$ cat src/shared/irt_map.svh
/*
 * Constant map of the IR remote-code transmitter: clock rate, key timing,
 * carrier limits, reset values and per-protocol symbol timing in microseconds.
 * Assumes it is included by bare name wherever these figures are needed.
 */
// Function
// Carrier frequency is settable anywhere from 30 kHz to 56 kHz.
// Carrier duty cycle is one half, one third or one quarter, nothing else.
// A protocol change loads its default carrier frequency and duty; user may override.
// Transmit repeatedly while the long press holds; stop on key release.
// Each short press advances the selected item; the selection is shown outward.
// Increment and decrement steps change only the currently selected item; the code also cuts the data fields to the new widths on a protocol step.
// Two short presses in quick succession end the function and return control.
// Japanese 48-bit frames carry manufacturer 16, system 4, product 8, function 8 bits.
// The 20-bit width-coded frame carries command 7, address 5, extended 8 bits.
// The 32-bit custom-code frame carries an 8-bit custom code and 8-bit key data.
// The address/command/mask frame carries address 5, command 8 and one mask bit.
// Carrier is gated on during frame pulses; output stays low during pauses.
`ifndef IRT_MAP_SVH
`define IRT_MAP_SVH

// Clock, key timing and FIFO depth.
`define IRT_CLOCK_KHZ 25000
`define IRT_US_CYCLES (`IRT_CLOCK_KHZ / 1000)
`define IRT_LONG_PRESS_MS 300
`define IRT_DOUBLE_MS 400
`define IRT_FIFO_DEPTH 32

// Carrier limits and reset values.
`define IRT_KHZ_MIN 8'h1E
`define IRT_KHZ_MAX 8'h38
`define IRT_RST_KHZ 8'h26

// Default carrier per protocol.
`define IRT_JP_KHZ 8'h25
`define IRT_PW_KHZ 8'h28
`define IRT_PD_KHZ 8'h26
`define IRT_ACM_KHZ 8'h26

// Japanese 48-bit pulse-distance timing.
`define IRT_JP_LEAD_M 15'h0D80
`define IRT_JP_LEAD_S 15'h06C0
`define IRT_JP_BIT_M 15'h01B0
`define IRT_JP_ONE_S 15'h0510

// 20-bit pulse-width timing.
`define IRT_PW_LEAD_M 15'h0960
`define IRT_PW_UNIT 15'h0258
`define IRT_PW_ONE_M 15'h04B0

// 32-bit custom-code timing.
`define IRT_PD_LEAD 15'h1194
`define IRT_PD_BIT_M 15'h0230
`define IRT_PD_ONE_S 15'h069A

// Address/command/mask timing.
`define IRT_ACM_BIT_M 15'h0140
`define IRT_ACM_ZERO_S 15'h02A8
`define IRT_ACM_ONE_S 15'h0690

// Pause after every frame.
`define IRT_GAP 15'h7530

`endif

$ cat src/shared/irt_pkg.sv
/*
 * Types of the IR remote-code transmitter: protocols, duty settings, menu
 * items, framer states and the structs carried between stages.
 * Assumes nothing beyond a SystemVerilog compiler.
 */
package irt_pkg;
    typedef enum logic [1:0] {PR_JP48 = 2'h0, PR_PW20 = 2'h1, PR_PD32 = 2'h2, PR_ACM = 2'h3} irt_proto_e;
    typedef enum logic [1:0] {DU_HALF = 2'h0, DU_THIRD = 2'h1, DU_QUARTER = 2'h2} irt_duty_e;
    typedef enum logic [2:0] {
        IT_PROTO = 3'h0, IT_KHZ = 3'h1, IT_DUTY = 3'h2,
        IT_F0 = 3'h3, IT_F1 = 3'h4, IT_F2 = 3'h5, IT_F3 = 3'h6
    } irt_item_e;
    typedef enum logic [2:0] {
        FR_IDLE = 3'h0, FR_LEADM = 3'h1, FR_LEADS = 3'h2, FR_BITM = 3'h3,
        FR_BITS = 3'h4, FR_TRAIL = 3'h5, FR_GAP = 3'h6
    } irt_fr_e;
    // One envelope symbol: pulse or pause, length in microseconds.
    typedef struct packed {
        logic mark;
        logic [14:0] dur;
    } irt_sym_s;
    // Carrier and protocol setting shown to the user.
    typedef struct packed {
        irt_proto_e proto;
        logic [7:0] khz;
        irt_duty_e duty;
    } irt_cfg_s;
    // Symbol timing of one protocol.
    typedef struct packed {
        logic [14:0] lm;
        logic [14:0] ls;
        logic [14:0] m0;
        logic [14:0] m1;
        logic [14:0] s0;
        logic [14:0] s1;
        logic [14:0] tr;
        logic [5:0] nb;
    } irt_tim_s;
endpackage : irt_pkg

$ cat src/verilog/irt_fifo.sv
/*
 * Synchronous FIFO with valid/ready on both sides and a registered read port.
 * Assumes a single clock and a synchronous active-high reset.
 */
`timescale 1ns/1ps
module irt_fifo #(
    parameter int WIDTH = 16,
    parameter int DEPTH = 32
) (
    // Clock and reset.
    input wire logic clock,
    input wire logic reset,
    // Filling side.
    input wire logic in_valid,
    input wire logic [WIDTH-1:0] in_data,
    output logic in_ready,
    // Draining side.
    output logic out_valid,
    output logic [WIDTH-1:0] out_data,
    input wire logic out_ready
);
    localparam int AW = $clog2(DEPTH);
    logic [WIDTH-1:0] mem [DEPTH];
    logic [AW-1:0] wr_ptr;
    logic [AW-1:0] rd_ptr;
    logic [AW:0] count;
    logic do_wr;
    logic do_rd;

    // Full refuses writes, so the source stalls rather than losing words.
    assign in_ready = (count != (AW+1)'(DEPTH));
    assign do_wr = in_valid && in_ready;
    assign do_rd = (count != '0) && (!out_valid || out_ready);

    // Storage array.
    always_ff @(posedge clock) begin
        if (do_wr) begin
            mem[wr_ptr] <= in_data;
        end
    end

    // Pointers and fill count.
    always_ff @(posedge clock) begin
        if (reset) begin
            wr_ptr <= '0;
            rd_ptr <= '0;
            count <= '0;
        end else begin
            if (do_wr) begin
                wr_ptr <= (wr_ptr == AW'(DEPTH - 1)) ? '0 : wr_ptr + 1'b1;
            end
            if (do_rd) begin
                rd_ptr <= (rd_ptr == AW'(DEPTH - 1)) ? '0 : rd_ptr + 1'b1;
            end
            count <= count + (AW+1)'(do_wr) - (AW+1)'(do_rd);
        end
    end

    // Registered output word; it refills as soon as it is taken.
    always_ff @(posedge clock) begin
        if (reset) begin
            out_valid <= 1'b0;
            out_data <= '0;
        end else if (do_rd) begin
            out_valid <= 1'b1;
            out_data <= mem[rd_ptr];
        end else if (out_ready) begin
            out_valid <= 1'b0;
        end
    end
endmodule : irt_fifo

$ cat src/verilog/irt_transmitter.sv
/*
 * IR remote-code transmitter: key and step handling, menu of settings,
 * frame builder, symbol FIFO and carrier modulator driving the probe pin.
 * Assumes the key and step inputs are raw pins; start comes from the caller's logic.
 */
`timescale 1ns/1ps
`include "irt_map.svh"
module irt_transmitter #(
    parameter int unsigned LONG_PRESS_CYCLES = `IRT_LONG_PRESS_MS * `IRT_CLOCK_KHZ,
    parameter int unsigned DOUBLE_CYCLES = `IRT_DOUBLE_MS * `IRT_CLOCK_KHZ
) (
    // Clock and reset.
    input wire logic clock,
    input wire logic reset,
    // Caller handshake.
    input wire logic start,
    output logic active,
    output logic exit_done,
    // Raw user pins.
    input wire logic key_pin,
    input wire logic step_up_pin,
    input wire logic step_down_pin,
    // Settings shown on the display.
    output irt_pkg::irt_item_e sel_item,
    output irt_pkg::irt_cfg_s cfg,
    output logic [3:0][15:0] fld,
    output logic tx_active,
    // Probe output toward the LED driver.
    output logic ir_out
);
    import irt_pkg::*;

    localparam logic [23:0] LONG_C = 24'(LONG_PRESS_CYCLES);
    localparam logic [23:0] DBL_C = 24'(DOUBLE_CYCLES);
    localparam logic [4:0] US_C = 5'(`IRT_US_CYCLES);

    // Data field width of each protocol, zero where the field is absent.
    function automatic logic [4:0] fw(input irt_proto_e p, input logic [1:0] i);
        logic [4:0] w;
        w = 5'h00;
        unique case (p)
            PR_JP48: w = (i == 2'h0) ? 5'h10 : (i == 2'h1) ? 5'h04 : 5'h08;
            PR_PW20: w = (i == 2'h0) ? 5'h07 : (i == 2'h1) ? 5'h05 : (i == 2'h2) ? 5'h08 : 5'h00;
            PR_PD32: w = (i[1] == 1'b0) ? 5'h08 : 5'h00;
            PR_ACM: w = (i == 2'h0) ? 5'h05 : (i == 2'h1) ? 5'h08 : (i == 2'h2) ? 5'h01 : 5'h00;
        endcase
        return w;
    endfunction : fw

    function automatic logic [15:0] wmask(input logic [4:0] w);
        return 16'hFFFF >> (5'h10 - w);
    endfunction : wmask

    function automatic logic [7:0] def_khz(input irt_proto_e p);
        logic [7:0] k;
        k = `IRT_PD_KHZ;
        unique case (p)
            PR_JP48: k = `IRT_JP_KHZ;
            PR_PW20: k = `IRT_PW_KHZ;
            PR_PD32: k = `IRT_PD_KHZ;
            PR_ACM: k = `IRT_ACM_KHZ;
        endcase
        return k;
    endfunction : def_khz

    function automatic irt_duty_e def_duty(input irt_proto_e p);
        return (p == PR_PW20) ? DU_QUARTER : DU_THIRD;
    endfunction : def_duty

    // Next menu item; field items that the protocol lacks are skipped.
    function automatic irt_item_e adv_item(input irt_item_e it, input irt_proto_e p);
        irt_item_e n;
        n = IT_PROTO;
        unique case (it)
            IT_PROTO: n = IT_KHZ;
            IT_KHZ: n = IT_DUTY;
            IT_DUTY: n = IT_F0;
            IT_F0: n = (fw(p, 2'h1) != 5'h00) ? IT_F1 : IT_PROTO;
            IT_F1: n = (fw(p, 2'h2) != 5'h00) ? IT_F2 : IT_PROTO;
            IT_F2: n = (fw(p, 2'h3) != 5'h00) ? IT_F3 : IT_PROTO;
            IT_F3: n = IT_PROTO;
            default: n = IT_PROTO;
        endcase
        return n;
    endfunction : adv_item

    function automatic irt_tim_s timing(input irt_proto_e p);
        irt_tim_s t;
        t = '0;
        unique case (p)
            PR_JP48: t = '{`IRT_JP_LEAD_M, `IRT_JP_LEAD_S, `IRT_JP_BIT_M, `IRT_JP_BIT_M,
                           `IRT_JP_BIT_M, `IRT_JP_ONE_S, `IRT_JP_BIT_M, 6'h30};
            PR_PW20: t = '{`IRT_PW_LEAD_M, `IRT_PW_UNIT, `IRT_PW_UNIT, `IRT_PW_ONE_M,
                           `IRT_PW_UNIT, `IRT_PW_UNIT, 15'h0000, 6'h14};
            PR_PD32: t = '{`IRT_PD_LEAD, `IRT_PD_LEAD, `IRT_PD_BIT_M, `IRT_PD_BIT_M,
                           `IRT_PD_BIT_M, `IRT_PD_ONE_S, `IRT_PD_BIT_M, 6'h20};
            PR_ACM: t = '{15'h0000, 15'h0000, `IRT_ACM_BIT_M, `IRT_ACM_BIT_M,
                          `IRT_ACM_ZERO_S, `IRT_ACM_ONE_S, `IRT_ACM_BIT_M, 6'h0F};
        endcase
        return t;
    endfunction : timing

    // Frame bits, sent from bit 0 upward.
    function automatic logic [47:0] frame_bits(input irt_proto_e p, input logic [3:0][15:0] f);
        logic [47:0] b;
        logic [3:0] par;
        par = f[0][3:0] ^ f[0][7:4] ^ f[0][11:8] ^ f[0][15:12];
        b = '0;
        unique case (p)
            PR_JP48: b = {{f[1][3:0], par} ^ f[2][7:0] ^ f[3][7:0], f[3][7:0], f[2][7:0],
                          f[1][3:0], par, f[0]};
            PR_PW20: b = {28'h0000000, f[2][7:0], f[1][4:0], f[0][6:0]};
            PR_PD32: b = {16'h0000, ~f[1][7:0], f[1][7:0], f[0][7:0], f[0][7:0]};
            PR_ACM: b = {33'h000000000, 1'b1, f[2][0], f[1][7:0], f[0][4:0]};
        endcase
        return b;
    endfunction : frame_bits

    logic [2:0] pin_meta;
    logic [2:0] pin_s;
    logic [2:0] pin_d;
    logic key_s;
    logic key_rise;
    logic key_fall;
    logic step_up;
    logic step_any;
    logic [23:0] press_cnt;
    logic long_hit;
    logic short_ev;
    logic tx_req;
    logic dbl_open;
    logic [23:0] dbl_cnt;
    irt_proto_e next_proto;
    logic [1:0] fidx;
    irt_fr_e fr_state;
    irt_tim_s tim;
    logic [47:0] frame;
    logic [5:0] bit_cnt;
    logic push_valid;
    irt_sym_s push;
    logic push_ready;
    logic pop_valid;
    irt_sym_s pop;
    logic mod_busy;
    logic mod_mark;
    logic [14:0] rem;
    logic [4:0] us_cnt;
    logic [9:0] car_period;
    logic [9:0] car_high;
    logic [9:0] car_cnt;

    // Two-stage synchronisers for the pins, then one more stage for edges.
    always_ff @(posedge clock) begin
        if (reset) begin
            pin_meta <= 3'h0;
            pin_s <= 3'h0;
            pin_d <= 3'h0;
        end else begin
            pin_meta <= {step_down_pin, step_up_pin, key_pin};
            pin_s <= pin_meta;
            pin_d <= pin_s;
        end
    end

    assign key_s = pin_s[0];
    assign key_rise = pin_s[0] && !pin_d[0];
    assign key_fall = !pin_s[0] && pin_d[0];
    assign step_up = pin_s[1] && !pin_d[1];
    assign step_any = step_up || (pin_s[2] && !pin_d[2]);
    assign next_proto = step_up ? irt_proto_e'(cfg.proto + 2'h1) : irt_proto_e'(cfg.proto - 2'h1);
    assign fidx = 2'(sel_item - IT_F0);

    // Press timing: a release before the long mark is a short press.
    always_ff @(posedge clock) begin
        if (reset) begin
            press_cnt <= 24'h000000;
            long_hit <= 1'b0;
            short_ev <= 1'b0;
        end else begin
            short_ev <= key_fall && !long_hit;
            if (key_rise) begin
                press_cnt <= 24'h000000;
                long_hit <= 1'b0;
            end else if (key_s && !long_hit) begin
                long_hit <= (press_cnt == LONG_C - 24'h000001);
                press_cnt <= press_cnt + 24'h000001;
            end
        end
    end

    // Transmit request follows the held long press and drops on release.
    always_ff @(posedge clock) begin
        if (reset) begin
            tx_req <= 1'b0;
        end else begin
            tx_req <= active && key_s && long_hit;
        end
    end

    assign tx_active = tx_req;

    // Menu: a short press advances, a second one inside the window exits.
    always_ff @(posedge clock) begin
        if (reset) begin
            active <= 1'b0;
            exit_done <= 1'b0;
            sel_item <= IT_PROTO;
            dbl_open <= 1'b0;
            dbl_cnt <= 24'h000000;
        end else begin
            exit_done <= 1'b0;
            if (start && !active) begin
                active <= 1'b1;
                sel_item <= IT_PROTO;
                dbl_open <= 1'b0;
            end else if (active && short_ev && dbl_open) begin
                active <= 1'b0;
                exit_done <= 1'b1;
                dbl_open <= 1'b0;
            end else if (active && short_ev) begin
                sel_item <= adv_item(sel_item, cfg.proto);
                dbl_open <= 1'b1;
                dbl_cnt <= 24'h000000;
            end else if (dbl_open) begin
                dbl_open <= (dbl_cnt != DBL_C - 24'h000001);
                dbl_cnt <= dbl_cnt + 24'h000001;
            end
        end
    end

    // Steps change only the selected item, except that a new protocol loads its carrier and cuts the fields to its widths.
    always_ff @(posedge clock) begin
        if (reset) begin
            cfg <= '{PR_PD32, `IRT_RST_KHZ, DU_THIRD};
            fld <= '0;
        end else if (active && step_any) begin
            unique case (sel_item)
                IT_PROTO: begin
                    cfg.proto <= next_proto;
                    cfg.khz <= def_khz(next_proto);
                    cfg.duty <= def_duty(next_proto);
                    for (int k = 0; k < 4; k++) begin
                        fld[k] <= fld[k] & wmask(fw(next_proto, 2'(k)));
                    end
                end
                IT_KHZ: begin
                    if (step_up && cfg.khz < `IRT_KHZ_MAX) begin
                        cfg.khz <= cfg.khz + 8'h01;
                    end else if (!step_up && cfg.khz > `IRT_KHZ_MIN) begin
                        cfg.khz <= cfg.khz - 8'h01;
                    end
                end
                IT_DUTY: begin
                    unique case (cfg.duty)
                        DU_HALF: cfg.duty <= step_up ? DU_THIRD : DU_QUARTER;
                        DU_THIRD: cfg.duty <= step_up ? DU_QUARTER : DU_HALF;
                        DU_QUARTER: cfg.duty <= step_up ? DU_HALF : DU_THIRD;
                        default: cfg.duty <= DU_HALF;
                    endcase
                end
                IT_F0, IT_F1, IT_F2, IT_F3: begin
                    fld[fidx] <= (step_up ? fld[fidx] + 16'h0001 : fld[fidx] - 16'h0001)
                                 & wmask(fw(cfg.proto, fidx));
                end
                default: begin
                end
            endcase
        end
    end

    // Symbol offered to the FIFO in each framer state.
    always_comb begin
        push_valid = 1'b1;
        push = '{1'b0, 15'h0000};
        unique case (fr_state)
            FR_IDLE: push_valid = 1'b0;
            FR_LEADM: push = '{1'b1, tim.lm};
            FR_LEADS: push = '{1'b0, tim.ls};
            FR_BITM: push = '{1'b1, frame[0] ? tim.m1 : tim.m0};
            FR_BITS: push = '{1'b0, frame[0] ? tim.s1 : tim.s0};
            FR_TRAIL: push = '{1'b1, tim.tr};
            FR_GAP: push = '{1'b0, `IRT_GAP};
            default: push_valid = 1'b0;
        endcase
    end

    // Framer: one whole frame per pass, repeated while the request stands.
    always_ff @(posedge clock) begin
        if (reset) begin
            fr_state <= FR_IDLE;
            tim <= '0;
            frame <= 48'h000000000000;
            bit_cnt <= 6'h00;
        end else if (fr_state == FR_IDLE) begin
            if (tx_req) begin
                tim <= timing(cfg.proto);
                frame <= frame_bits(cfg.proto, fld);
                bit_cnt <= 6'h00;
                fr_state <= (cfg.proto == PR_ACM) ? FR_BITM : FR_LEADM; // Only this frame type has no leader.
            end
        end else if (push_ready) begin
            unique case (fr_state)
                FR_LEADM: fr_state <= FR_LEADS;
                FR_LEADS: fr_state <= FR_BITM;
                FR_BITM: fr_state <= FR_BITS;
                FR_BITS: begin
                    frame <= frame >> 1;
                    bit_cnt <= bit_cnt + 6'h01;
                    if (bit_cnt == tim.nb - 6'h01) begin
                        fr_state <= (tim.tr != 15'h0000) ? FR_TRAIL : FR_GAP;
                    end else begin
                        fr_state <= FR_BITM;
                    end
                end
                FR_TRAIL: fr_state <= FR_GAP;
                FR_GAP: fr_state <= FR_IDLE;
                default: fr_state <= FR_IDLE;
            endcase
        end
    end

    // The FIFO decouples frame building from the slow envelope timing.
    irt_fifo #(
        .WIDTH($bits(irt_sym_s)),
        .DEPTH(`IRT_FIFO_DEPTH)
    ) u_fifo (
        .clock(clock),
        .reset(reset),
        .in_valid(push_valid),
        .in_data(push),
        .in_ready(push_ready),
        .out_valid(pop_valid),
        .out_data(pop),
        .out_ready(!mod_busy)
    );

    // Modulator: plays one symbol at a time in microsecond ticks.
    always_ff @(posedge clock) begin
        if (reset) begin
            mod_busy <= 1'b0;
            mod_mark <= 1'b0;
            rem <= 15'h0000;
            us_cnt <= 5'h00;
        end else if (!mod_busy) begin
            mod_mark <= 1'b0;
            if (pop_valid) begin
                mod_busy <= 1'b1;
                mod_mark <= pop.mark;
                rem <= pop.dur;
                us_cnt <= 5'h00;
            end
        end else if (us_cnt == US_C - 5'h01) begin
            us_cnt <= 5'h00;
            rem <= rem - 15'h0001;
            mod_busy <= (rem != 15'h0001);
        end else begin
            us_cnt <= us_cnt + 5'h01;
        end
    end

    // Carrier period and high time; the period settles a cycle and the high time two cycles after a frequency change.
    always_ff @(posedge clock) begin
        if (reset) begin
            car_period <= 10'h000;
            car_high <= 10'h000;
        end else begin
            car_period <= 10'(`IRT_CLOCK_KHZ / cfg.khz);
            unique case (cfg.duty)
                DU_THIRD: car_high <= car_period / 10'h003;
                DU_QUARTER: car_high <= car_period >> 2;
                default: car_high <= car_period >> 1;
            endcase
        end
    end

    // Carrier restarts at each pulse so every pulse opens with a full high phase.
    always_ff @(posedge clock) begin
        if (reset || (!mod_busy && pop_valid) || car_cnt >= car_period - 10'h001) begin
            car_cnt <= 10'h000;
        end else begin
            car_cnt <= car_cnt + 10'h001;
        end
    end

    // Envelope gate: carrier only inside pulses, low in pauses.
    always_ff @(posedge clock) begin
        if (reset) begin
            ir_out <= 1'b0;
        end else begin
            ir_out <= mod_busy && mod_mark && (car_cnt < car_high);
        end
    end
endmodule : irt_transmitter

$ cat config.mk
export PLATFORM = sky130hd
export DESIGN_NAME = irt_transmitter
export DESIGN_NICKNAME = d
export VERILOG_FILES = /design/src/shared/irt_pkg.sv /design/src/verilog/irt_fifo.sv /design/src/verilog/irt_transmitter.sv
export VERILOG_INCLUDE_DIRS = /design/src /design/src/shared
export SDC_FILE = /design/constraint.sdc
export NUM_CORES = 1
export LEC_CHECK = 0
export BUFFER_PORTS_ARGS = -buffer_cell sky130_fd_sc_hd__buf_4
export CORE_MARGIN = 2
export CORE_UTILIZATION = 30
export CTS_CLUSTER_DIAMETER = 50
export DETAILED_ROUTE_END_ITERATION = 7
export HOLD_SLACK_MARGIN = 0.05
export SLEW_MARGIN = 10
export SYNTH_ARGS = -nofsm -noshare
export SYNTH_HDL_FRONTEND = slang
export SYNTH_SLANG_ARGS = --single-unit
$ cat constraint.sdc
create_clock -name clock -period 78.3 [get_ports clock]
set_input_delay 11.745 -clock clock [delete_from_list [all_inputs] [get_ports clock]]
set_output_delay 11.745 -clock clock [all_outputs]
set_load 0.005 [all_outputs]
* Yosys cells after proc, flatten, opt, wreduce, memory -nomap -nowiden
Memory sizes are Yosys's and may differ from the RTL's. A register that Yosys moved wholly into a read port is not among the register bits.
Cells that the tools add are included.
** Storage, ports and cells
- Output and inout port bits :: 83
- Memories kept :: 1
- Bits of input ports :: 6
- RAM bits :: 512
- Bits in registers :: 380
- Word-level logic and storage cells :: 314
** Memories
- u_fifo.mem :: depth 32, width 16, rd ports 1, clocked after memory_dff 1, write ports 1, RTL line irt_fifo.sv:23 : logic [WIDTH-1:0] mem [DEPTH];
** Operators by class
- Divide/modulo/power cells :: 2
- Mux-type cells :: 114
- Reduce and logical (&&, ||, !) cells :: 73
- Order comparisons :: 6
- Shifts and indexed selects :: 5
- Bitwise logic cells :: 13
- Eq/ne operators :: 34
- Add/subtract/negate cells :: 24
** Operators by type and width (count)
- 111-bit case mux with 4 select lines :: 1
- 48-bit two-way mux :: 4
- 48-bit case mux with 4 select lines :: 1
- 5-bit two-way mux :: 36
- 64-bit case mux with 2 select lines :: 1
- 16-bit case mux with 6 select lines :: 1
- 16-bit AND :: 5
- 16-bit by 5-bit >> shifter with 16-bit output, first input constant :: 5
- 15-bit two-way mux :: 5
- 64-bit bitwise mux :: 1
- 5-bit case mux with 3 select lines :: 4
- 24-bit by 1-bit adder with 24-bit output, second input constant :: 2
- 16-bit two-way mux :: 3
- 24-bit two-way mux :: 2
- 5-bit case mux with 4 select lines :: 2
- 16-bit binary-select mux with 2-bit select :: 1
- 16-bit demux with 2-bit select :: 1
- 15-bit by 8-bit divider with 32-bit output, first input constant :: 1
- 4-bit two-way mux :: 7
- 5-bit subtractor, first input constant :: 5
- 24-bit by 23-bit equality test with 1-bit output, second input constant :: 1
- 6-bit two-way mux :: 4
- 24-bit inequality test, second input constant :: 1
- 8-bit case mux with 3 select lines :: 1
- 64 further kinds :: 176

* Depth between registers and ports, before layout
- Depth after elaboration :: 14
- Mapped depth :: 419
- Mapped depth without buffers :: 371

* Cells and area by module
A second synthesis with hierarchy kept.
** Second synthesis, totals
- Cell total of the unflattened synthesis :: 6187
- Area, all modules :: 57934.3 sq um
** By module, submodules not included
- irt_transmitter :: sequential area each 5305.1 sq um, area an instance 36590.1 sq um, times used 1, cells each 5040
- irt_fifo :: sequential area each 16035.4 sq um, area an instance 21344.2 sq um, times used 1, cells each 1147

* Worst setup path before layout
No wires, ideal clock.
- Kind :: flip-flop to flip-flop
- Start :: register cfg[2] in the netlist's numbering
- End :: register car_period[0]
- Slack :: 3.541 ns
- Data required time :: 78.169 ns
- Arrival :: 74.628 ns
- Setup time :: 0.131 ns
- Buffers on the path :: 48
- Clock period less this slack :: 74.759 ns
- Stages on the path, launching flop included :: 406
- Path through :: dfxtp_1 > buf_2 > buf_1 > clkinv_1 > clkbuf_1 > clkbuf_1 > clkbuf_1 > ha_1 > buf_2 > buf_1 > and3_1 > ha_1 > and3_1 > a221o_1 > and2_1 > ha_1 > o211ai_1 > and2_1 > [... 370 more ...] > nand2_1 > nor4_2 > nand4b_1 > or2_1 > buf_2 > buf_2 > nor2_1 > a21oi_1 > ha_1 > a21oi_1 > nor2b_1 > o21ai_0 > o21ai_0 > nor4_1 > o2111ai_1 > a2111o_1 > a221oi_1 > o22ai_1
** On the way
- Word-level cells in the longest chain between the ends :: 1
** Ends and longest elaborated chain
- start, declared :: RTL line irt_transmitter.sv:25 : output irt_pkg::irt_cfg_s cfg,
- start signal, assigned :: RTL line irt_transmitter.sv:234 : cfg <= '{PR_PD32, `IRT_RST_KHZ, DU_THIRD};
- 15-bit by 8-bit divider with 32-bit output (no line)
- end signal, assigned :: RTL line irt_transmitter.sv:367 : car_period <= 10'(`IRT_CLOCK_KHZ / cfg.khz);
- end, declared :: RTL line irt_transmitter.sv:148 : logic [9:0] car_period;
Every way passes these cells.
A chain may end at the register's enable or synchronous reset.

* Worst setup path after layout
- Start :: register cfg[9] in the netlist's numbering
- End :: register car_period[0]
Same word-level chain as after synthesis.

==> impl_metrics.env <==
export IMPL_outcome="finished, final reports clean"
export IMPL_clkTransAtPathRegs_ns=0.06
export IMPL_crit_fanout=26
export IMPL_hold_viol_final=0
export IMPL_fin_crit_sh=0.9263
export IMPL_yosys_most_used_dff="edfxtp_1"
export IMPL_synth_seq_cells=744
export IMPL_r2r_slack_ns=5.77
export IMPL_async_flop_share=0
export IMPL_finalNetCount=6276
export IMPL_io_buffers=88
export IMPL_num_io_pins=89
export IMPL_grt_overflow_total=0
export IMPL_h_tree_depth=3
export IMPL_required_ns=78.83
export IMPL_antenna_found_initial=0
export IMPL_cts_max_path_buffers=3
export IMPL_crit_family="compound AO/OA/AOI/OAI gates"
export IMPL_hpwl_um=117800
export IMPL_drc=0
export IMPL_syn_instance_count=5945
export IMPL_holdWs_ns=0.4399
export IMPL_avgSynthCellArea_um2=9.311
export IMPL_fp_coreArea_mm2=0.1833
export IMPL_synth_fp_nets=6243
export IMPL_final_cell_mix="nor2_1 (651), edfxtp_1 (448), nand2_1 (435)"
export IMPL_synth_distinct_cells=140
export IMPL_netlist_area_mm2=0.05535
export IMPL_critPathBufInv=13
export IMPL_final_cells=8504
export IMPL_dr_pass1_iters=6
export IMPL_slowest_delay_ns=0.60
export IMPL_die_h_um=433.6
export IMPL_fp_dieW_um=433.6
export IMPL_preCtsSetupSlack_ns=0.09106
export IMPL_worst_path_max_delay_cell="or4_1"
export IMPL_cts_tree="built"
export IMPL_setup_ws_ns=5.769
export IMPL_grt_usage=0.1694
export IMPL_ctsHoldBuffers=0
export IMPL_skew_ns=0.03832
export IMPL_drv_slew=0
export IMPL_rows=157
export IMPL_start_kind="flip-flop"
export IMPL_cts_sinks=744
export IMPL_finalWirelength_um=165500
export IMPL_die_area_mm2=0.1880
export IMPL_tightest_slew_ns=1.170
export IMPL_drive_gt1_frac=0.1290
export IMPL_area_growth_pct=11.95
export IMPL_root_buffer="clkbuf_16"
export IMPL_min_path_type="flip-flop to flip-flop"
export IMPL_viasPerCell=5.575
export IMPL_gp_congestion=0.9138
export IMPL_grt_start_max_net_pins=193
export IMPL_yosys_warnings=0
export IMPL_antenna_left=0
export IMPL_nFillCells=18570
export IMPL_arrival_ns=73.06
export IMPL_post_route_min_period_ns=72.53
export IMPL_dp_cells=8345
export IMPL_start_util=0.3020
export IMPL_crit_top_cell="a21o_1"
export IMPL_wl_per_cell_um=19.46
export IMPL_path_class="flip-flop to flip-flop"
export IMPL_drv_cap=0
export IMPL_synth_edf_count=448
export IMPL_clock_latency_ns=0.67
export IMPL_endpoint_kind="flip-flop"
export IMPL_final_common_cell="nor2_1"
export IMPL_ys_seq_area_frac=0.3501
export IMPL_n_antenna_cell=0
export IMPL_setup_violations=0
export IMPL_grt_pass1_vias=44780
export IMPL_max_freq_mhz=13.79
export IMPL_grt_pass1_wl_um=257400
export IMPL_cts_made_buffers=79
export IMPL_routed_via_count=47410
export IMPL_slew_headroom=0.2170
export IMPL_drt_initial_drc_count=4115
-- per-layer routing --
metal	up-vias	global-route usage	part of all wire
met5	-	0	0
met4	0	0.04758	0.028
met3	240	0.02012	0.053
met2	1426	0.2766	0.46
met1	23000	0.2350	0.46
li1	22740	-	-
-- repair_timing --
item,4_1_cts,5_1_grt
endpoints found under the setup margin,1,3
gates cloned,0,1
resized for setup,3,86
pin swaps,0,13
buffers inserted,0,15
-- logic make-up (layout without fill, tap and decap cells) --
logic type / Yosys count / in the layout / synth area share
and+or+nand+nor: 2209 / 2210 / 0.2022
AOI/OAI and AO/OA: 1663 / 1663 / 0.2104
DFF: 744 / 744 / 0.3501
buffers and inverters: 423 / 517 / 0.03083
xor gates and xnor gates: 351 / 351 / 0.05608
adders and majority gates: 293 / 293 / 0.06659
muxes: 262 / 262 / 0.08384
-- state kept, by name, summed over array words and instances (netlist names), 5 cells and up --
| signal | flops |
|---|---|
| us_cnt | 5 |
| bit_cnt | 6 |
| car_cnt | 10 |
| rem | 15 |
| car_period | 10 |
| tim | 14 |
| u_fifo.mem | 448 |
| fld | 64 |
| u_fifo.wr_ptr | 5 |
| dbl_cnt | 24 |
| frame | 48 |
| cfg | 12 |
| u_fifo.rd_ptr | 5 |
| press_cnt | 24 |
| car_high | 9 |
| u_fifo.count | 6 |
| u_fifo.out_data | 14 |
-- synth_stat cells (92+ instances only) --
cell / n / area, um^2
a21o_1: 163 / 1224
xnor2_1: 208 / 1822
dfxtp_1: 296 / 5926
nand2_1: 443 / 1663
nor2_1: 665 / 2496
ha_1: 289 / 3616
nand3_1: 144 / 720.7
mux4_2: 156 / 3513
clkbuf_1: 192 / 720.7
o21ai_0: 237 / 1186
inv_1: 149 / 559.3
edfxtp_1: 448 / 13450
a211oi_1: 92 / 690.7
xor2_1: 139 / 1217
nand2b_1: 109 / 681.9
nor3_1: 196 / 980.9
nor2b_1: 92 / 575.6
a21oi_1: 376 / 1882
-- final cells by class --
cell class / count / area (um^2) / share of cell area
inverter: 156 / 585.6 / 0.009450
tap: 2464 / 3083 / 0.04975
sequential: 744 / 19390 / 0.3129
clock buffer: 104 / 2162 / 0.03489
clock inverter: 39 / 399.1 / 0.006441
multi-input combinational: 4779 / 34690 / 0.5598
timing repair buffer: 218 / 1657 / 0.02673
-- worst reg2reg max path: cells and delay by family, from the launching register on --
family	cells	cell delay, ns
AOI/OAI and AO/OA	181	33.41
DFF	1	0.40
and+or+nand+nor	133	25.23
muxes	7	1.81
adders and majority gates	30	9.40
buffers and inverters	13	2.14
-- metrics by stage --
| step | cell area [um^2] | utilization | setup TNS [ns] |
|---|---|---|---|
| after floorplan | 55350 | - | 0 |
| after global placement | 58940 | 0.3216 | 0 |
| after detailed placement | 58940 | 0.3216 | 0 |
| after CTS | 61510 | 0.3356 | 0 |
| after global routing | 61970 | 0.3381 | -0.01780 |
| final | 61970 | 0.3381 | 0 |
-- worst paths after layout --
kind	end	start	cells after the start
setup reg to reg	car_period[0]	cfg[9]	364
hold / removal	pin_s[0]	pin_meta[0]	1
hold reg to reg	pin_s[0]	pin_meta[0]	1
setup / recovery	car_period[0]	cfg[9]	364
Power is left out: the tool's default activity adds up to more than one toggle a clock period on the data nets, which glitch-free logic cannot reach.
